**src/rtl/dcc_params.svh**
```systemverilog
`ifndef DCC_PARAMS_SVH
`define DCC_PARAMS_SVH

// Register byte offsets on the bus
`define DCC_OFS_CMP_ONE 8'h00
`define DCC_OFS_CMP_TWO 8'h04
`define DCC_OFS_IRQ_EN 8'h08
`define DCC_OFS_EVT_STATUS 8'h0c
`define DCC_OFS_EVT_MASK 8'h10
`define DCC_OFS_SETTLE 8'h14

// Comparator control register fields
`define DCC_CTRL_FLAG_BIT 0
`define DCC_CTRL_RESULT_BIT 1
`define DCC_CTRL_PIN_BIT 2
`define DCC_CTRL_NEG_BIT 3
`define DCC_CTRL_POS_BIT 4
`define DCC_CTRL_EN_BIT 5

// Interrupt enable register fields
`define DCC_IEN_CMP_ONE_BIT 0
`define DCC_IEN_CMP_TWO_BIT 1
`define DCC_IEN_GLOBAL_BIT 7

// Event status and mask fields
`define DCC_EVT_CHANGE_LSB 0
`define DCC_EVT_SETTLED_LSB 2

// Reset values
`define DCC_CTRL_RESET 8'h00
`define DCC_IEN_RESET 8'h00
`define DCC_EVT_RESET 4'h0

// Timing
`define DCC_CLK_MHZ 25
`define DCC_SETTLE_NS 10000
`define DCC_SETTLE_CYC ((`DCC_SETTLE_NS * `DCC_CLK_MHZ + 999) / 1000)

`endif

```
**src/rtl/dcc_pkg.sv**
```systemverilog
package dcc_pkg;

	// Control register image, bit 7 first
	typedef struct packed {
		logic [1:0] reserved;
		logic enable;
		logic positive_input_select;
		logic negative_input_select;
		logic result_pin_drive_enable;
		logic result;
		logic result_change_flag;
	} dcc_ctrl_t;

	// Steering towards one analog stage
	typedef struct packed {
		logic enable;
		logic positive_input_select;
		logic negative_input_select;
	} dcc_analog_t;

	// Result pin of one comparator
	typedef struct packed {
		logic value;
		logic drive;
	} dcc_pin_t;

endpackage

```
**src/rtl/dcc_channel.sv**
```systemverilog
`timescale 1ns/1ns
`default_nettype none

module dcc_channel (
	// Clock and reset
	input wire logic clk_sys,
	input wire logic rst_n,
	// Analog stage
	input wire logic raw_result,
	input wire logic enable,
	// Digital result
	output logic result,
	output logic change
);

	logic sync_a;
	logic sync_b;
	logic sync_c;
	logic next_result;

	// Three stages; the first feeds only the second
	always_ff @(posedge clk_sys or negedge rst_n) begin
		if (!rst_n) begin
			sync_a <= 1'b0;
			sync_b <= 1'b0;
			sync_c <= 1'b0;
		end else begin
			sync_a <= raw_result;
			sync_b <= sync_a;
			sync_c <= sync_b;
		end
	end

	// A disabled stage reads low; a level counts once two stages agree
	always_comb begin
		next_result = result;
		if (!enable)
			next_result = 1'b0;
		else if (sync_b == sync_c)
			next_result = sync_c;
	end

	always_ff @(posedge clk_sys or negedge rst_n) begin
		if (!rst_n) begin
			result <= 1'b0;
			change <= 1'b0;
		end else begin
			result <= next_result;
			change <= next_result != result;
		end
	end

endmodule // dcc_channel

`default_nettype wire

```
**src/rtl/dcc_top.sv**
```systemverilog
// Contract
// There are two comparators, each with its own control register of identical layout.
// A result is one when the chosen positive input exceeds the chosen negative input, readable and optionally driven to a pin.
// The positive input is one of two pins; the negative input is a pin or the internal reference.
// Positive select, negative select and pin drive enable give eight configurations per comparator.
// Software treats result and flag as unreliable for 10 us after enabling and keeps the interrupt off meanwhile.
// Software clears the change flag before setting the comparator interrupt enable.
// The change flag in the control register is set on every rising and falling result transition.
// The flag can always be polled; a request is raised only when the comparator enable and the global enable are set.
// Enabled comparators keep working in low-power modes and an enabled change raises the interrupt and wakes the processor.
// The service routine clears the change flag, since servicing does not clear it.
// A result pin used in power-down should be configured as push-pull by software.
// The change flag is bit 0 of each control register and is cleared by writing zero there.
// Writing 24h to the first register enables it with first positive pin, external reference pin and pin output.
// Reset clears both control registers, so both comparators are off, unrouted and unflagged.
`timescale 1ns/1ns
`default_nettype none

`include "dcc_params.svh"

module dcc_top (
	// Clock and reset
	input wire logic clk_sys,
	input wire logic rst_n,
	// Wishbone slave
	input wire logic wb_cyc_i,
	input wire logic wb_stb_i,
	input wire logic wb_we_i,
	input wire logic [7:0] wb_adr_i,
	input wire logic [3:0] wb_sel_i,
	input wire logic [31:0] wb_dat_i,
	output logic [31:0] wb_dat_o,
	output logic wb_ack_o,
	// Analog stages
	input wire logic [1:0] raw_result,
	output dcc_pkg::dcc_analog_t analog_one,
	output dcc_pkg::dcc_analog_t analog_two,
	// Result pins
	output dcc_pkg::dcc_pin_t pin_one,
	output dcc_pkg::dcc_pin_t pin_two,
	// Interrupts
	output logic cmp_irq_req,
	output logic wake_req,
	output logic evt_irq
);

	import dcc_pkg::*;

	////////////////////////////////////////////////////////////////////////
	// Declarations

	dcc_ctrl_t ctrl [2];
	logic [1:0] result;
	logic [1:0] change;
	logic [1:0] pin_drive;
	logic [7:0] irq_en;
	logic [3:0] evt_status;
	logic [3:0] evt_mask;
	logic [3:0] evt_set;
	logic [1:0] settled;
	logic [1:0] settle_done;
	logic [7:0] settle_cnt [2];
	logic bus_req;
	logic bus_wr;
	logic [7:0] addr;
	logic [7:0] wdata;
	logic [31:0] next_rdata;
	logic [1:0] cmp_pending;
	logic next_cmp_irq;

	////////////////////////////////////////////////////////////////////////
	// Bus decode

	// Only the low byte carries register bits; other lanes are ignored
	assign bus_req = wb_cyc_i && wb_stb_i && !wb_ack_o;
	assign bus_wr = bus_req && wb_we_i && wb_sel_i[0];
	assign addr = {wb_adr_i[7:2], 2'b00};
	assign wdata = wb_dat_i[7:0];

	// Every access is answered one cycle after it is seen
	always_ff @(posedge clk_sys or negedge rst_n) begin
		if (!rst_n)
			wb_ack_o <= 1'b0;
		else
			wb_ack_o <= bus_req;
	end

	////////////////////////////////////////////////////////////////////////
	// Comparator control registers

	genvar gi;
	generate
		for (gi = 0; gi < 2; gi = gi + 1) begin : g_cmp
			logic hit;
			logic wr;

			assign hit = addr == (gi == 0 ? `DCC_OFS_CMP_ONE :
				`DCC_OFS_CMP_TWO);
			assign wr = bus_wr && hit;

			// Configuration bits; both registers share one layout
			always_ff @(posedge clk_sys or negedge rst_n) begin
				if (!rst_n) begin
					ctrl[gi].reserved <= 2'b00;
					ctrl[gi].enable <=
						1'(`DCC_CTRL_RESET >> `DCC_CTRL_EN_BIT);
					ctrl[gi].positive_input_select <= 1'b0;
					ctrl[gi].negative_input_select <= 1'b0;
					ctrl[gi].result_pin_drive_enable <= 1'b0;
				end else if (wr) begin
					ctrl[gi].reserved <= 2'b00;
					ctrl[gi].enable <= wdata[`DCC_CTRL_EN_BIT];
					ctrl[gi].positive_input_select <=
						wdata[`DCC_CTRL_POS_BIT];
					ctrl[gi].negative_input_select <=
						wdata[`DCC_CTRL_NEG_BIT];
					ctrl[gi].result_pin_drive_enable <=
						wdata[`DCC_CTRL_PIN_BIT];
				end
			end

			// Result mirrors the synchronised analog level
			always_ff @(posedge clk_sys or negedge rst_n) begin
				if (!rst_n)
					ctrl[gi].result <= 1'b0;
				else
					ctrl[gi].result <= result[gi];
			end

			// A transition in the clearing cycle still leaves the flag set
			always_ff @(posedge clk_sys or negedge rst_n) begin
				if (!rst_n)
					ctrl[gi].result_change_flag <= 1'b0;
				else if (change[gi])
					ctrl[gi].result_change_flag <= 1'b1;
				else if (wr)
					ctrl[gi].result_change_flag <=
						wdata[`DCC_CTRL_FLAG_BIT];
			end

			// Pin drive follows enable and routing together
			always_ff @(posedge clk_sys or negedge rst_n) begin
				if (!rst_n)
					pin_drive[gi] <= 1'b0;
				else if (wr)
					pin_drive[gi] <= wdata[`DCC_CTRL_EN_BIT] &&
						wdata[`DCC_CTRL_PIN_BIT];
			end

			// Synchroniser and change detect for this stage
			dcc_channel u_channel (
				.clk_sys(clk_sys),
				.rst_n(rst_n),
				.raw_result(raw_result[gi]),
				.enable(ctrl[gi].enable),
				.result(result[gi]),
				.change(change[gi])
			);

			// Settling time counted after each enable, for software to poll
			always_ff @(posedge clk_sys or negedge rst_n) begin
				if (!rst_n) begin
					settle_cnt[gi] <= 8'h00;
					settled[gi] <= 1'b0;
					settle_done[gi] <= 1'b0;
				end else if (!ctrl[gi].enable) begin
					settle_cnt[gi] <= 8'h00;
					settled[gi] <= 1'b0;
					settle_done[gi] <= 1'b0;
				end else if (!settled[gi]) begin
					settle_cnt[gi] <= settle_cnt[gi] + 8'h01;
					settled[gi] <=
						settle_cnt[gi] == 8'(`DCC_SETTLE_CYC - 1);
					settle_done[gi] <=
						settle_cnt[gi] == 8'(`DCC_SETTLE_CYC - 1);
				end else begin
					settle_done[gi] <= 1'b0;
				end
			end
		end
	endgenerate

	////////////////////////////////////////////////////////////////////////
	// Analog steering and result pins

	// Positive: 0 first pin, 1 second pin; negative: 0 pin, 1 reference
	assign analog_one.enable = ctrl[0].enable;
	assign analog_one.positive_input_select =
		ctrl[0].positive_input_select;
	assign analog_one.negative_input_select =
		ctrl[0].negative_input_select;
	assign analog_two.enable = ctrl[1].enable;
	assign analog_two.positive_input_select =
		ctrl[1].positive_input_select;
	assign analog_two.negative_input_select =
		ctrl[1].negative_input_select;

	// Pin value is the synchronised result, so it lags the stage slightly
	assign pin_one.value = result[0];
	assign pin_one.drive = pin_drive[0];
	assign pin_two.value = result[1];
	assign pin_two.drive = pin_drive[1];

	////////////////////////////////////////////////////////////////////////
	// Interrupt enables

	always_ff @(posedge clk_sys or negedge rst_n) begin
		if (!rst_n)
			irq_en <= `DCC_IEN_RESET;
		else if (bus_wr && addr == `DCC_OFS_IRQ_EN)
			irq_en <= wdata & 8'h83;
	end

	// Request is gated, the flag itself is not, so polling always works
	always_comb begin
		cmp_pending[0] = ctrl[0].result_change_flag &&
			irq_en[`DCC_IEN_CMP_ONE_BIT];
		cmp_pending[1] = ctrl[1].result_change_flag &&
			irq_en[`DCC_IEN_CMP_TWO_BIT];
		next_cmp_irq = |cmp_pending && irq_en[`DCC_IEN_GLOBAL_BIT];
	end

	// Request stays high until software clears the flag or its enable bits
	always_ff @(posedge clk_sys or negedge rst_n) begin
		if (!rst_n)
			cmp_irq_req <= 1'b0;
		else
			cmp_irq_req <= next_cmp_irq;
	end

	// The block needs only clk_sys; the same request wakes the core
	always_ff @(posedge clk_sys or negedge rst_n) begin
		if (!rst_n)
			wake_req <= 1'b0;
		else
			wake_req <= next_cmp_irq;
	end

	////////////////////////////////////////////////////////////////////////
	// Event status and mask

	assign evt_set = {settle_done, change};

	// Write one to clear; a new event in the same cycle wins
	always_ff @(posedge clk_sys or negedge rst_n) begin
		if (!rst_n)
			evt_status <= `DCC_EVT_RESET;
		else if (bus_wr && addr == `DCC_OFS_EVT_STATUS)
			evt_status <= evt_set | (evt_status & ~wdata[3:0]);
		else
			evt_status <= evt_set | evt_status;
	end

	always_ff @(posedge clk_sys or negedge rst_n) begin
		if (!rst_n)
			evt_mask <= `DCC_EVT_RESET;
		else if (bus_wr && addr == `DCC_OFS_EVT_MASK)
			evt_mask <= wdata[3:0];
	end

	always_ff @(posedge clk_sys or negedge rst_n) begin
		if (!rst_n)
			evt_irq <= 1'b0;
		else
			evt_irq <= |(evt_status & evt_mask);
	end

	////////////////////////////////////////////////////////////////////////
	// Read data

	// Unmapped offsets read zero and are still acknowledged
	always_comb begin
		next_rdata = 32'h0000_0000;
		case (addr)
			`DCC_OFS_CMP_ONE: next_rdata[7:0] = ctrl[0];
			`DCC_OFS_CMP_TWO: next_rdata[7:0] = ctrl[1];
			`DCC_OFS_IRQ_EN: next_rdata[7:0] = irq_en;
			`DCC_OFS_EVT_STATUS: next_rdata[3:0] = evt_status;
			`DCC_OFS_EVT_MASK: next_rdata[3:0] = evt_mask;
			`DCC_OFS_SETTLE: next_rdata[1:0] = settled;
			default: next_rdata = 32'h0000_0000;
		endcase
	end

	always_ff @(posedge clk_sys or negedge rst_n) begin
		if (!rst_n)
			wb_dat_o <= 32'h0000_0000;
		else if (bus_req && !wb_we_i)
			wb_dat_o <= next_rdata;
	end

endmodule // dcc_top

`default_nettype wire

```
**config.mk**
```make
export PLATFORM = sky130hd
export DESIGN_NAME = dcc_top
export DESIGN_NICKNAME = d
export VERILOG_FILES = /design/src/rtl/dcc_pkg.sv /design/src/rtl/dcc_channel.sv /design/src/rtl/dcc_top.sv
export VERILOG_INCLUDE_DIRS = /design/src /design/src/rtl
export SDC_FILE = /design/constraint.sdc
export NUM_CORES = 1
export LEC_CHECK = 0
export BUFFER_PORTS_ARGS = -buffer_cell sky130_fd_sc_hd__buf_2
export CORE_AREA = 8 8 92 94
export CTS_CLUSTER_SIZE = 25
export DETAILED_ROUTE_END_ITERATION = 12
export DIE_AREA = 0 0 100 102
export GPL_TIMING_DRIVEN = 0
export PLACE_DENSITY = 0.75
export SLEW_MARGIN = 40
export SYNTH_ARGS = -nofsm -noshare
export SYNTH_HDL_FRONTEND = slang
export SYNTH_SLANG_ARGS = --single-unit
```
**constraint.sdc**
```tcl
create_clock -name clk_sys -period 1.6 [get_ports clk_sys]
set_input_delay 0.32 -clock clk_sys [delete_from_list [all_inputs] [get_ports clk_sys]]
set_output_delay 0.32 -clock clk_sys [all_outputs]
set_load 0.02 [all_outputs]
```
==> report_table.html, run 1 <==
<table>
<tr><th>Metric</th><th>Value</th></tr>
<tr><th colspan="2">Status</th></tr>
<tr><td>Status</td><td>complete, no violations</td></tr>
<tr><th colspan="2">Clocking</th></tr>
<tr><td>Root Buffer Master</td><td>clkbuf_8</td></tr>
<tr><td>Sinks on Clock Net</td><td>65</td></tr>
<tr><td>Num CTS Buffers</td><td>9</td></tr>
<tr><td>CTS H-tree lvls</td><td>3</td></tr>
<tr><td>Clk buf depth</td><td>2</td></tr>
<tr><td>Clock tree from TritonCTS</td><td>done</td></tr>
<tr><td>Worst-path clk slew</td><td>80 ps</td></tr>
<tr><td>Clock latency reported for the late side of the worst-skew pair</td><td>340 ps</td></tr>
<tr><th colspan="2">Yosys</th></tr>
<tr><td>Average cell area after synthesis</td><td>11.4 µm²</td></tr>
<tr><td>Top cells by area, synth</td><td>dfrtp_1 51%, buf_4 8.1%, mux2_2 4.6%</td></tr>
<tr><td>Share of the yosys chip area belonging to registers</td><td>51.4%</td></tr>
<tr><td>Synth cell types</td><td>43</td></tr>
<tr><td>Synthesized cell area</td><td>3170 µm²</td></tr>
<tr><td>FF+latch count, synth</td><td>65</td></tr>
<tr><td>Synth Instances</td><td>279</td></tr>
<tr><td>Biggest area consumer among synthesized cells</td><td>dfrtp_1</td></tr>
<tr><td>Portion of synthesized cell area occupied by the leading cell type</td><td>51.4%</td></tr>
<tr><td>Synth warnings</td><td>0</td></tr>
<tr><th colspan="2">Detailed routing</th></tr>
<tr><td>Number of nets still failing antenna checks after routing</td><td>0</td></tr>
<tr><td>Via count</td><td>2164</td></tr>
<tr><td>Violation count after the first detailed-routing iteration</td><td>71</td></tr>
<tr><td>Highest signal layer in the routed design</td><td>met4</td></tr>
<tr><td>Routed wire length</td><td>6330 µm</td></tr>
<tr><td>DRT met1 WL</td><td>2640 µm</td></tr>
<tr><td>Post-DR vias/cell</td><td>4.70</td></tr>
<tr><td>Met2 wirelength from detailed routing</td><td>3040 µm</td></tr>
<tr><td>Wire per inst</td><td>13.8 µm</td></tr>
<tr><td>Number of search-and-repair iterations in the first detailed-routing pass</td><td>5</td></tr>
<tr><td>Met3 Routed Length</td><td>549 µm</td></tr>
<tr><td>Drc violations</td><td>0</td></tr>
<tr><th colspan="2">Setup path</th></tr>
<tr><td>Kind of critical path</td><td>reg -&gt; reg</td></tr>
<tr><td>Endpoint required time on the critical path</td><td>1830 ps</td></tr>
<tr><td>Arrival time at the worst endpoint</td><td>1780 ps</td></tr>
<tr><td>Cells along the critical path</td><td>and4b_1 -&gt; and3b_1 -&gt; and2_4 -&gt; mux2_2</td></tr>
<tr><td>Crit path max fanout</td><td>3</td></tr>
<tr><td>Launch instance of the worst register-to-register path</td><td>wb_ack_o$_DFF_PN0_</td></tr>
<tr><td>Max incr delay on CP</td><td>410 ps</td></tr>
<tr><td>Capturing element type of the critical path</td><td>register</td></tr>
<tr><td>Critical Path Start Type</td><td>register</td></tr>
<tr><td>Cell family with most CP delay</td><td>simple AND/OR/NAND/NOR gates</td></tr>
<tr><td>Worst setup startpoint</td><td>wb_ack_o$_DFF_PN0_</td></tr>
<tr><td>Buffers &amp; Inverters on Critical Path</td><td>0</td></tr>
<tr><td>Cell type of the slowest stage on the worst timing path</td><td>dfrtp_2</td></tr>
<tr><th colspan="2">Placed design</th></tr>
<tr><td>Post-DP Area</td><td>3610 µm²</td></tr>
<tr><td>Routability cong.</td><td>0.758</td></tr>
<tr><td># port buffers</td><td>40</td></tr>
<tr><td>Post-detailed-placement half-perimeter wirelength</td><td>4620 µm</td></tr>
<tr><th colspan="2">Run</th></tr>
<tr><td>MaxCap Viol Count</td><td>0</td></tr>
<tr><th colspan="2">Layout</th></tr>
<tr><td>Diode count</td><td>0</td></tr>
<tr><td>Reg area</td><td>1630 µm²</td></tr>
<tr><td>Number of nets in the finished design</td><td>411</td></tr>
<tr><td>Synthesis-to-layout area growth</td><td>21.8%</td></tr>
<tr><td>Number of filler instances in the final layout</td><td>626</td></tr>
<tr><td>Proportion of layout cells with a drive suffix above 1</td><td>34.9%</td></tr>
<tr><td>Post-route standard cell area excluding fillers</td><td>3860 µm²</td></tr>
<tr><td>Area of combinational cells with multiple inputs</td><td>1320 µm²</td></tr>
<tr><th colspan="2">Die</th></tr>
<tr><td>Width of the die</td><td>100 µm</td></tr>
<tr><td>Area of the die</td><td>10200 µm²</td></tr>
<tr><td>Initial Utilization</td><td>44.9%</td></tr>
<tr><td>Rows</td><td>31</td></tr>
<tr><td>Number of placed I/O pins</td><td>97</td></tr>
<tr><td>DIE HEIGHT</td><td>102 µm</td></tr>
<tr><td>Core region area</td><td>7060 µm²</td></tr>
<tr><th colspan="2">STA</th></tr>
<tr><td>Final number of hold-violating endpoints</td><td>0</td></tr>
<tr><td>Minimum clock period</td><td>1540 ps</td></tr>
<tr><td>Unrepaired setup endpoints after global routing</td><td>false</td></tr>
<tr><td>Setup violation total in the final timing report</td><td>0</td></tr>
<tr><td>Sum of negative setup slack</td><td>0 ps</td></tr>
<tr><td>Share of the cycle needed by the critical path after routing</td><td>96.4%</td></tr>
<tr><td>Final-report max-slew violation count</td><td>0</td></tr>
<tr><td>Max Fclk</td><td>648 MHz</td></tr>
<tr><td>Worst clock skew</td><td>10.0 ps</td></tr>
<tr><th colspan="2">Global route</th></tr>
<tr><td>Initial antenna violation count</td><td>0</td></tr>
<tr><td>Wire length of the first global-routing pass</td><td>10300 µm</td></tr>
<tr><td>Number of global-route vias before repair</td><td>2125</td></tr>
<tr><td>Maximum number of pins on one net before global-route repair</td><td>36</td></tr>
<tr><td>Total GRT Usage</td><td>12.8%</td></tr>
<tr><td>Overflow left after global routing</td><td>0</td></tr>
<tr><th colspan="2">Power and ir drop</th></tr>
<tr><td>Switching power as a share of total power</td><td>24.8%</td></tr>
<tr><td>Design internal power</td><td>2.78 mW</td></tr>
<tr><td>Part of the power in combinational logic</td><td>9.8%</td></tr>
<tr><td>Power share of the sequential group</td><td>47.2%</td></tr>
<tr><td>Leak pwr</td><td>1.92 nW</td></tr>
<tr><td>Power per Cell Area</td><td>958 nW/µm²</td></tr>
<tr><td>Portion of total power attributed to the clock network</td><td>43.0%</td></tr>
<tr><td>Net Sw Power</td><td>916 µW</td></tr>
<tr><td>Peak supply drop</td><td>0.483 mV</td></tr>
<tr><th colspan="2">Hold path</th></tr>
<tr><td>Critical hold path startpoint</td><td>raw_result[1]</td></tr>
<tr><td>Class of the worst hold path</td><td>in -&gt; reg</td></tr>
</table>
## kinds of logic after synthesis
| family | synth area share (%) |
|---|---|
| XOR/XNOR | 2.49 |
| adder cells (fa/ha/maj) | 1.58 |
| other | 0.118 |
| AO/OA/AOI/OAI | 9.21 |
| AND/OR/NAND/NOR | 15.5 |
| flip-flops | 51.4 |
| multiplexers | 9.60 |
| buffers and inverters | 10.2 |
## final timing paths
path                                                  endpoint  slack (ps)  cells after the start
hold / removal             g_cmp[1].u_channel.sync_a$_DFF_PN0_          80                      1
setup reg to reg                         irq_en[7]$_DFFE_PN0P_          60                      4
max in group asynchronous  g_cmp[0].u_channel.sync_a$_DFF_PN0_         640                      3
hold reg to reg            g_cmp[0].u_channel.sync_b$_DFF_PN0_         350                      0
setup / recovery                         irq_en[7]$_DFFE_PN0P_          60                      4
min in group asynchronous                   wb_ack_o$_DFF_PN0_         440                      2
## routing by layer
metal / vias to the layer above / track usage [%]
li1: 1062 / -
met1: 1024 / 14.6
met2: 69 / 21.0
met3: 9 / 4.84
met4: 0 / 6.28
met5: - / 0
## power by group through the flow
stage / sequential, mW / clock, mW / combinational, mW
4_1_cts: 1.75 / 1.62 / 0.363
3_3_place_gp: 1.77 / 0 / 0.345
5_1_grt: 1.75 / 1.70 / 0.395
6_report: 1.75 / 1.59 / 0.362
2_1_floorplan: 1.80 / 0 / 0.207
3_5_place_dp: 1.78 / 0 / 0.358
## through the flow
stage | instances | power (mW) | util [%] | worst slack [ps] | hold WS [ps]
global route | 460 | 3.85 | 54.6 | 2.87 | 71.2
global placement | 442 | 2.12 | 50.8 | -217 | 332
detailed placement | 443 | 2.14 | 51.1 | -235 | 277
finish | 460 | 3.70 | 54.6 | 57.7 | 81.9
floorplan | 303 | 2.00 | - | -29.0 | 24.4
CTS | 460 | 3.73 | 54.6 | -11.7 | 68.9
## registers in the layout, indices dropped and copies added (netlist names)
register / flops
analog_one: 3
analog_two: 3
ctrl: 6
evt_irq: 1
evt_mask: 4
evt_set: 2
evt_status: 4
g_cmp.u_channel.change: 2
g_cmp.u_channel.result: 2
g_cmp.u_channel.sync_a: 2
g_cmp.u_channel.sync_b: 2
g_cmp.u_channel.sync_c: 2
irq_en: 3
pin_one: 1
pin_two: 1
settle_cnt: 16
settled: 2
wake_req: 1
wb_ack_o: 1
wb_dat_o: 7
## worst reg2reg max path: cells and delay by family, from the launching register on
family / cells / cell delay, ps
simple gates: 3 / 710
mux: 1 / 320
flops: 1 / 410
## cells in the mapped netlist (all sizes together)
master,n
and3,1
and4b,1
dfrtp,65
nand2b,3
mux2i,6
conb,1
o21ai,17
nor4,1
a21boi,8
o22ai,2
buf,37
clkbuf,7
o21a,2
inv,5
a21oi,3
and2,15
xnor2,9
nor3,4
mux4,1
or3,6
nand3b,2
a211oi,1
and3b,5
a211o,1
nor2b,2
a21o,4
ha,4
nor2,7
a22oi,6
nand4b,4
a31oi,2
nand3,9
nand2,17
nand4,3
mux2,18
## layout by cell type, fill, tap and decap left out, drive strengths merged
cell type,instances
buf,80
dfrtp,65
conb,25
mux2,18
o21ai,17
nand2,17
and2,15
clkbuf,15
nand3,9
xnor2,9
a21boi,8
nor2,7
a22oi,6
mux2i,6
inv,6
or3,6
and3b,5
a21o,4
nand4b,4
ha,4
nor3,4
nand4,3
nand2b,3
a21oi,3
nor2b,2
o21a,2
o22ai,2
nand3b,2
a31oi,2
bufinv,2
clkinv,2
and4b,1
and3,1
nor4,1
a211o,1
a211oi,1
mux4,1
clkinvlp,1
dlygate4sd3,1
## area by class of cell
class	instances	share of cell area, %
Multi-Input combinational cell	189	34.2
Tap cell	99	3.21
Sequential cell	65	42.2
Inverter	5	0.487
Timing Repair Buffer	45	6.62
Buffer	41	7.40
Clock inverter	6	2.34
Clock buffer	10	3.57
## what timing repair did
item / in CTS / in global routing
pin swaps: 1 / 0
setup buffers: 1 / 2
resized for setup: 3 / 2
hold buffers: 1 / 0
setup endpoints to repair: 6 / 12
hold endpoints to repair: 30 / 0
Note: power is estimated with default switching activity, not from simulation.
==> inputs of run 2 (changes only) <==
- CORE_AREA: 8 8 92 94 -> 5 5 85 87
- DIE_AREA: 0 0 100 102 -> 0 0 90 92
- PLACE_DENSITY: 0.75 -> 0.78
- clock period: 1.6 -> 1.5 ns (I/O delays scaled with it)
==> report_table.html, run 2 (same netlist as run 1, synthesis figures left out) <==
<table>
<tr><th>Metric</th><th>Value</th></tr>
<tr><th colspan="2">Status</th></tr>
<tr><td>Status</td><td>finished, violations left</td></tr>
<tr><td>Violations in the final reports</td><td>negative setup slack</td></tr>
<tr><th colspan="2">Die</th></tr>
<tr><td>Width of the die</td><td>90 µm (-10%)</td></tr>
<tr><td>Number of placed I/O pins</td><td>97 (unchanged)</td></tr>
<tr><td>Rows</td><td>29 (-6.5%)</td></tr>
<tr><td>Core region area</td><td>6280 µm² (-11%)</td></tr>
<tr><td>Area of the die</td><td>8280 µm² (-19%)</td></tr>
<tr><td>Initial Utilization</td><td>50.4% (+5.6 points)</td></tr>
<tr><td>DIE HEIGHT</td><td>92 µm (-9.8%)</td></tr>
<tr><th colspan="2">Hold path</th></tr>
<tr><td>Class of the worst hold path</td><td>in -&gt; reg</td></tr>
<tr><th colspan="2">Setup path</th></tr>
<tr><td>Total stage count of the critical path</td><td>4 (unchanged)</td></tr>
<tr><td>CP endpoint</td><td>pin_two[0]$_DFFE_PN0P_</td></tr>
<tr><td>Cells along the critical path</td><td>and4b_1 -&gt; and3_4 -&gt; and2_4 -&gt; mux2_4</td></tr>
<tr><td>Launch instance of the worst register-to-register path</td><td>wb_ack_o$_DFF_PN0_</td></tr>
<tr><td>Endpoint of the worst-slack reg-to-reg timing path</td><td>pin_two[0]$_DFFE_PN0P_</td></tr>
<tr><td>Critical Path Start Type</td><td>register</td></tr>
<tr><td>Cell family with most CP delay</td><td>simple AND/OR/NAND/NOR gates</td></tr>
<tr><td>Max incr delay on CP</td><td>410 ps (about the same)</td></tr>
<tr><td>Worst R2R Setup Slack</td><td>-3 ps (-60 ps)</td></tr>
<tr><td>Capturing element type of the critical path</td><td>register</td></tr>
<tr><td>Worst setup startpoint</td><td>wb_ack_o$_DFF_PN0_</td></tr>
<tr><td>Endpoint required time on the critical path</td><td>1710 ps (-120 ps)</td></tr>
<tr><td>Cell type of the slowest stage on the worst timing path</td><td>dfrtp_2</td></tr>
<tr><td>Crit path max fanout</td><td>6 (+3)</td></tr>
<tr><td>R2r worst-path depth</td><td>4 (unchanged)</td></tr>
<tr><td>Buffers &amp; Inverters on Critical Path</td><td>0 (unchanged)</td></tr>
<tr><td>Arrival time at the worst endpoint</td><td>1720 ps (-60 ps)</td></tr>
<tr><td>Kind of critical path</td><td>reg -&gt; reg</td></tr>
<tr><th colspan="2">STA</th></tr>
<tr><td>Setup violation total in the final timing report</td><td>1 (+1)</td></tr>
<tr><td>Hold slack</td><td>75.4 ps (-6.49 ps)</td></tr>
<tr><td>Final-report max-slew violation count</td><td>0 (unchanged)</td></tr>
<tr><td>Max Fclk</td><td>665 MHz (+2.6%)</td></tr>
<tr><td>Worst clock skew</td><td>9.30 ps (-0.748 ps)</td></tr>
<tr><td>Unrepaired setup endpoints after global routing</td><td>true</td></tr>
<tr><td>Slack of the critical path</td><td>-2.70 ps (-60.4 ps)</td></tr>
<tr><td>Final number of hold-violating endpoints</td><td>0 (unchanged)</td></tr>
<tr><td>Share of the cycle needed by the critical path after routing</td><td>100% (+3.8 points)</td></tr>
<tr><td>Minimum clock period</td><td>1500 ps (-39.6 ps)</td></tr>
<tr><th colspan="2">Clocking</th></tr>
<tr><td>Clock tree from TritonCTS</td><td>done</td></tr>
<tr><td>Clk buf depth</td><td>2 (unchanged)</td></tr>
<tr><td>Num CTS Buffers</td><td>9 (unchanged)</td></tr>
<tr><td>Sinks on Clock Net</td><td>65 (unchanged)</td></tr>
<tr><td>CTS H-tree lvls</td><td>3 (unchanged)</td></tr>
<tr><td>Root Buffer Master</td><td>clkbuf_8</td></tr>
<tr><td>Clock latency reported for the late side of the worst-skew pair</td><td>330 ps (about the same)</td></tr>
<tr><td>Worst-path clk slew</td><td>80 ps (about the same)</td></tr>
<tr><th colspan="2">Layout</th></tr>
<tr><td>Diode count</td><td>0 (unchanged)</td></tr>
<tr><td>Synthesis-to-layout area growth</td><td>22.2%</td></tr>
<tr><td>Most common cell after layout, fill and taps aside</td><td>dfrtp_1</td></tr>
<tr><td>Number of flip-flops under the largest register name</td><td>16 (unchanged)</td></tr>
<tr><td>Biggest regs</td><td>settle_cnt (16), wb_dat_o (7), ctrl (6)</td></tr>
<tr><td>Number of nets in the finished design</td><td>413 (+0.49%)</td></tr>
<tr><td>Post-route standard cell area excluding fillers</td><td>3870 µm² (+0.29%)</td></tr>
<tr><td>Commonest non-fill, non-tap cells in the layout</td><td>63 x dfrtp_1, 42 x buf_4, 41 x buf_2</td></tr>
<tr><td>Register ranked first by flip-flop count</td><td>settle_cnt</td></tr>
<tr><td>Post-route insts no fill</td><td>440 (-4.3%)</td></tr>
<tr><td>Proportion of layout cells with a drive suffix above 1</td><td>36.4% (+1.5 points)</td></tr>
<tr><td>Util after Layout</td><td>61.6% (+7.0 points)</td></tr>
<tr><th colspan="2">Placed design</th></tr>
<tr><td>Post-DP Area</td><td>3580 µm² (-0.69%)</td></tr>
<tr><td>Post-detailed-placement half-perimeter wirelength</td><td>4400 µm (-4.8%)</td></tr>
<tr><td>Number of instances in the placed design</td><td>421 (-5.0%)</td></tr>
<tr><td>Routability cong.</td><td>0.842 (+11%)</td></tr>
<tr><td># port buffers</td><td>40 (unchanged)</td></tr>
<tr><th colspan="2">Power and ir drop</th></tr>
<tr><td>Part of the power in combinational logic</td><td>10.0% (+0.2 points)</td></tr>
<tr><td>Total design power</td><td>3.91 mW (+5.8%)</td></tr>
<tr><td>Design internal power</td><td>2.96 mW (+6.6%)</td></tr>
<tr><td>Portion of total power attributed to the clock network</td><td>42.3% (-0.7 points)</td></tr>
<tr><td>Switching power as a share of total power</td><td>24.2% (-0.58 points)</td></tr>
<tr><td>Peak supply drop</td><td>0.666 mV (+38%)</td></tr>
<tr><td>Net Sw Power</td><td>946 µW (+3.3%)</td></tr>
<tr><td>Leak pwr</td><td>1.94 nW (+0.64%)</td></tr>
<tr><td>Power share of the sequential group</td><td>47.7% (+0.5 points)</td></tr>
<tr><td>Power per Cell Area</td><td>1010 nW/µm² (+5.5%)</td></tr>
<tr><th colspan="2">Detailed routing</th></tr>
<tr><td>Violation count after the first detailed-routing iteration</td><td>67 (-5.6%)</td></tr>
<tr><td>Drc violations</td><td>0 (unchanged)</td></tr>
<tr><td>Post-DR vias/cell</td><td>4.97 (+5.7%)</td></tr>
<tr><td>Number of search-and-repair iterations in the first detailed-routing pass</td><td>4 (-1)</td></tr>
<tr><td>Wire per inst</td><td>14.2 µm (+3.2%)</td></tr>
<tr><td>Number of nets still failing antenna checks after routing</td><td>0 (unchanged)</td></tr>
<tr><td>Routed wire length</td><td>6250 µm (-1.3%)</td></tr>
<tr><td>Via count</td><td>2187 (+1.1%)</td></tr>
<tr><th colspan="2">Global route</th></tr>
<tr><td>Overflow left after global routing</td><td>0 (unchanged)</td></tr>
<tr><td>Wire length of the first global-routing pass</td><td>10200 µm (-1.3%)</td></tr>
<tr><td>Initial antenna violation count</td><td>0 (unchanged)</td></tr>
<tr><td>Total GRT Usage</td><td>15.1% (+2.2 points)</td></tr>
<tr><td>Number of global-route vias before repair</td><td>2192 (+3.2%)</td></tr>
<tr><td>Maximum number of pins on one net before global-route repair</td><td>38 (+5.6%)</td></tr>
<tr><th colspan="2">Run</th></tr>
<tr><td>MaxCap Viol Count</td><td>0 (unchanged)</td></tr>
</table>
[run 2: cell count changes in the layout (fill, tap and decap cells not counted), sizes merged]
cell      change
clkinvlp      +1
buf           +4
clkbuf        -1
clkinv        -1
inv           -1
[run 2: how the worst min path moves through the flow]
stage                                             start                             endpoint  slack, ps  cells past startpoint
floorplan                                         rst_n            analog_one[0]$_DFFE_PN0P_          4                      0
global placement    g_cmp[1].u_channel.sync_a$_DFF_PN0_  g_cmp[1].u_channel.sync_b$_DFF_PN0_        330                      0
detailed placement                                rst_n              wb_dat_o[7]$_DFFE_PN0P_        250                      1
CTS                                       raw_result[0]  g_cmp[0].u_channel.sync_a$_DFF_PN0_         60                      1
global route                              raw_result[0]  g_cmp[0].u_channel.sync_a$_DFF_PN0_         50                      1
finish                                    raw_result[0]  g_cmp[0].u_channel.sync_a$_DFF_PN0_         80                      1
[run 2: final cells by class]
cell class,instances,area (µm²)
Tap cell,77,96.3
Timing Repair Buffer,48,278
Buffer,40,284
Clock inverter,5,80.1
Clock buffer,11,141
Sequential cell,65,1630
Fill cell,510,2410
Multi-Input combinational cell,189,1340
Inverter,5,18.8
[run 2: power groups by stage]
| stage | sequential, mW | clock [mW] | combinational [mW] |
|---|---|---|---|
| 2_1_floorplan | 1.92 | 0 | 0.221 |
| 3_3_place_gp | 1.89 | 0 | 0.367 |
| 3_5_place_dp | 1.90 | 0 | 0.379 |
| 4_1_cts | 1.86 | 1.68 | 0.388 |
| 5_1_grt | 1.87 | 1.76 | 0.430 |
| 6_report | 1.86 | 1.65 | 0.392 |
[run 2: metrics by stage]
step | setup TNS (ps) | setup slack [ps]
after floorplan | -652 | -129
after global placement | -8770 | -297
after detailed placement | -3990 | -296
after CTS | -480 | -93.5
after global routing | -556 | -59.2
final | -2.70 | -2.70
[run 2: metal layers]
metal  GRT usage [%]  up-vias  wire length [µm]
li1                -     1072                 -
met1            17.3     1049              2640
met2            26.2       61              3190
met3            5.40        5               364
met4            5.09        0                51
met5               0        -                 0
[run 2: repair_timing]
| item | CTS | global route |
|---|---|---|
| hold buffers | 1 | 0 |
| endpoints found under the setup margin | 20 | 30 |
| cloned | 0 | 0 |
| setup buffers | 4 | 2 |
| resized for setup | 7 | 8 |
| hold endpoints to repair | 28 | 0 |
| pin swaps | 0 | 2 |
==> inputs of run 3 (changes only) <==
--- a/config.mk
+++ b/config.mk
@@ -9,8 +9,10 @@
 export BUFFER_PORTS_ARGS = -buffer_cell sky130_fd_sc_hd__buf_2
-export CORE_AREA = 5 5 85 87
+export CELL_PAD_IN_SITES_DETAIL_PLACEMENT = 0
+export CELL_PAD_IN_SITES_GLOBAL_PLACEMENT = 1
+export CORE_AREA = 5 5 97 99
 export CTS_CLUSTER_SIZE = 25
 export DETAILED_ROUTE_END_ITERATION = 12
-export DIE_AREA = 0 0 90 92
+export DIE_AREA = 0 0 102 104
 export GPL_TIMING_DRIVEN = 0
-export PLACE_DENSITY = 0.78
+export PLACE_DENSITY_LB_ADDON = 0.1
 export SLEW_MARGIN = 40
--- a/constraint.sdc
+++ b/constraint.sdc
@@ -3,2 +3,2 @@
 set_output_delay 0.3 -clock clk_sys [all_outputs]
-set_load 0.02 [all_outputs]
+set_load 0.05 [all_outputs]
==> report_table.html, run 3 (same netlist as run 1, synthesis figures left out) <==
<table>
<tr><th>Metric</th><th>Value</th></tr>
<tr><th colspan="2">Status</th></tr>
<tr><td>Status</td><td>finished, violations left</td></tr>
<tr><td>Violations in the final reports</td><td>negative setup slack</td></tr>
<tr><th colspan="2">Detailed routing</th></tr>
<tr><td>Wire per inst</td><td>13.1 µm (-7.8%)</td></tr>
<tr><td>Violation count after the first detailed-routing iteration</td><td>59 (-12%)</td></tr>
<tr><td>Routed wire length</td><td>6150 µm (-1.6%)</td></tr>
<tr><td>Number of search-and-repair iterations in the first detailed-routing pass</td><td>4 (unchanged)</td></tr>
<tr><td>Via count</td><td>2117 (-3.2%)</td></tr>
<tr><td>Drc violations</td><td>0 (unchanged)</td></tr>
<tr><td>Number of nets still failing antenna checks after routing</td><td>0 (unchanged)</td></tr>
<tr><td>Post-DR vias/cell</td><td>4.50 (-9.4%)</td></tr>
<tr><th colspan="2">Setup path</th></tr>
<tr><td>Cell type of the slowest stage on the worst timing path</td><td>dfrtp_2</td></tr>
<tr><td>Kind of critical path</td><td>reg -&gt; reg</td></tr>
<tr><td>Critical Path Start Type</td><td>register</td></tr>
<tr><td>Arrival time at the worst endpoint</td><td>1760 ps (+40 ps)</td></tr>
<tr><td>Cells along the critical path</td><td>and4b_1 -&gt; and3_4 -&gt; and2_4 -&gt; mux2_4</td></tr>
<tr><td>Buffers &amp; Inverters on Critical Path</td><td>0 (unchanged)</td></tr>
<tr><td>Launch instance of the worst register-to-register path</td><td>wb_ack_o$_DFF_PN0_</td></tr>
<tr><td>Cell family with most CP delay</td><td>simple AND/OR/NAND/NOR gates</td></tr>
<tr><td>Endpoint required time on the critical path</td><td>1720 ps (about the same)</td></tr>
<tr><td>Capturing element type of the critical path</td><td>register</td></tr>
<tr><td>Worst setup startpoint</td><td>wb_ack_o$_DFF_PN0_</td></tr>
<tr><td>Max incr delay on CP</td><td>400 ps (about the same)</td></tr>
<tr><td>Crit path max fanout</td><td>6 (unchanged)</td></tr>
<tr><th colspan="2">Die</th></tr>
<tr><td>Width of the die</td><td>102 µm (+13%)</td></tr>
<tr><td>Number of placed I/O pins</td><td>97 (unchanged)</td></tr>
<tr><td>Core region area</td><td>8470 µm² (+35%)</td></tr>
<tr><td>Rows</td><td>34 (+17%)</td></tr>
<tr><td>Area of the die</td><td>10600 µm² (+28%)</td></tr>
<tr><td>Initial Utilization</td><td>37.4% (-13 points)</td></tr>
<tr><td>DIE HEIGHT</td><td>104 µm (+13%)</td></tr>
<tr><th colspan="2">Layout</th></tr>
<tr><td>Commonest non-fill, non-tap cells in the layout</td><td>61 x dfrtp_1, 40 x buf_2, 39 x buf_4</td></tr>
<tr><td>Most common cell after layout, fill and taps aside</td><td>dfrtp_1</td></tr>
<tr><td>Util after Layout</td><td>46.0% (-16 points)</td></tr>
<tr><td>Number of filler instances in the final layout</td><td>846 (+66%)</td></tr>
<tr><td>Register ranked first by flip-flop count</td><td>settle_cnt</td></tr>
<tr><td>Biggest regs</td><td>settle_cnt (16), wb_dat_o (7), ctrl (6)</td></tr>
<tr><td>Synthesis-to-layout area growth</td><td>22.8%</td></tr>
<tr><td>Number of flip-flops under the largest register name</td><td>16 (unchanged)</td></tr>
<tr><td>Number of nets in the finished design</td><td>412 (-0.24%)</td></tr>
<tr><td>Post-route standard cell area excluding fillers</td><td>3890 µm² (+0.55%)</td></tr>
<tr><td>Proportion of layout cells with a drive suffix above 1</td><td>36.7% (+0.38 points)</td></tr>
<tr><td>Post-route insts no fill</td><td>470 (+6.8%)</td></tr>
<tr><td>Diode count</td><td>0 (unchanged)</td></tr>
<tr><th colspan="2">Hold path</th></tr>
<tr><td>Class of the worst hold path</td><td>in -&gt; reg</td></tr>
<tr><td>Critical hold path startpoint</td><td>raw_result[1]</td></tr>
<tr><th colspan="2">Global route</th></tr>
<tr><td>Total GRT Usage</td><td>12.4% (-2.6 points)</td></tr>
<tr><td>Number of global-route vias before repair</td><td>2144 (-2.2%)</td></tr>
<tr><td>Initial antenna violation count</td><td>0 (unchanged)</td></tr>
<tr><td>Maximum number of pins on one net before global-route repair</td><td>50 (+32%)</td></tr>
<tr><td>Overflow left after global routing</td><td>0 (unchanged)</td></tr>
<tr><td>Wire length of the first global-routing pass</td><td>10400 µm (+1.7%)</td></tr>
<tr><th colspan="2">STA</th></tr>
<tr><td>Share of the cycle needed by the critical path after routing</td><td>102% (+1.9 points)</td></tr>
<tr><td>Setup violation total in the final timing report</td><td>5 (+4)</td></tr>
<tr><td>Max Fclk</td><td>653 MHz (-1.9%)</td></tr>
<tr><td>Worst clock skew</td><td>11.0 ps (+1.68 ps)</td></tr>
<tr><td>Unrepaired setup endpoints after global routing</td><td>true</td></tr>
<tr><td>Final-report max-slew violation count</td><td>0 (unchanged)</td></tr>
<tr><td>Minimum clock period</td><td>1530 ps (+28.9 ps)</td></tr>
<tr><td>Slack of the critical path</td><td>-31.6 ps (-28.9 ps)</td></tr>
<tr><td>Final number of hold-violating endpoints</td><td>0 (unchanged)</td></tr>
<tr><th colspan="2">Clocking</th></tr>
<tr><td>Clk buf depth</td><td>2 (unchanged)</td></tr>
<tr><td>CTS H-tree lvls</td><td>3 (unchanged)</td></tr>
<tr><td>Sinks on Clock Net</td><td>65 (unchanged)</td></tr>
<tr><td>Clock latency reported for the late side of the worst-skew pair</td><td>340 ps (about the same)</td></tr>
<tr><td>Clock tree from TritonCTS</td><td>done</td></tr>
<tr><td>Num CTS Buffers</td><td>9 (unchanged)</td></tr>
<tr><td>Worst-path clk slew</td><td>70 ps (about the same)</td></tr>
<tr><td>Root Buffer Master</td><td>clkbuf_8</td></tr>
<tr><th colspan="2">Power and ir drop</th></tr>
<tr><td>Peak supply drop</td><td>0.335 mV (-50%)</td></tr>
<tr><td>Leak pwr</td><td>1.92 nW (-0.81%)</td></tr>
<tr><td>Power per Cell Area</td><td>997 nW/µm² (-1.4%)</td></tr>
<tr><th colspan="2">Placed design</th></tr>
<tr><td>Post-DP Area</td><td>3650 µm² (+1.8%)</td></tr>
<tr><td># port buffers</td><td>40 (unchanged)</td></tr>
<tr><td>Number of instances in the placed design</td><td>452 (+7.4%)</td></tr>
<tr><td>Post-detailed-placement half-perimeter wirelength</td><td>4470 µm (+1.6%)</td></tr>
<tr><td>Routability cong.</td><td>0.698 (-17%)</td></tr>
<tr><th colspan="2">Run</th></tr>
<tr><td>MaxCap Viol Count</td><td>0 (unchanged)</td></tr>
</table>
-- run 3: worst paths after layout --
path                                                            end  slack, ps  cells after the start
min in group asynchronous                        wake_req$_DFF_PN0_        350                      2
max in group asynchronous                 analog_one[2]$_DFFE_PN0P_        650                      3
worst min-delay path            g_cmp[1].u_channel.sync_a$_DFF_PN0_         70                      1
worst min register to register  g_cmp[1].u_channel.sync_b$_DFF_PN0_        350                      0
worst max register to register            analog_two[2]$_DFFE_PN0P_        -30                      4
worst max-delay path                      analog_two[2]$_DFFE_PN0P_        -30                      4
-- run 3: per-layer routing --
metal	vias up	track usage (%)	routed length [µm]
li1	1067	-	-
met1	992	15.7	2760
met2	48	19.9	2930
met3	10	3.29	343
met4	0	5.34	119
met5	-	0	0
-- run 3: per-stage QoR --
stage          setup WS [ps]  hold slack (ps)  setup TNS [ps]  total power [mW]
4_1_cts                 -122             53.7            -689              3.95
5_1_grt                -70.5             53.7            -594              4.06
6_report               -31.6             68.1            -137              3.88
3_3_place_gp            -352              333          -17700              2.42
3_5_place_dp            -358              145           -4840              2.44
2_1_floorplan           -218             4.41           -1520              2.29
-- run 3: what timing repair did --
action | CTS | global route
setup endpoints to repair | 18 | 28
endpoints found under the hold margin | 16 | 0
gates resized for setup | 7 | 5
hold buffers | 1 | 0
setup buffers | 5 | 0
pin swaps | 1 | 2
-- run 3: cell type report --
cell class	count	area, µm²	share of cell area, %
tap	108	135	3.47
inverter	5	18.8	0.482
multi-input combinational	189	1340	34.4
timing repair buffer	47	288	7.40
buffer	40	284	7.30
sequential	65	1630	41.9
clock buffer	11	141	3.63
clock inverter	5	55.1	1.42
-- run 3: power breakdown --
| group | internal [mW] | switching [mW] |
|---|---|---|
| sequential | 1.82 | 0.0446 |
| combinational | 0.170 | 0.371 |
| clock | 0.807 | 0.668 |
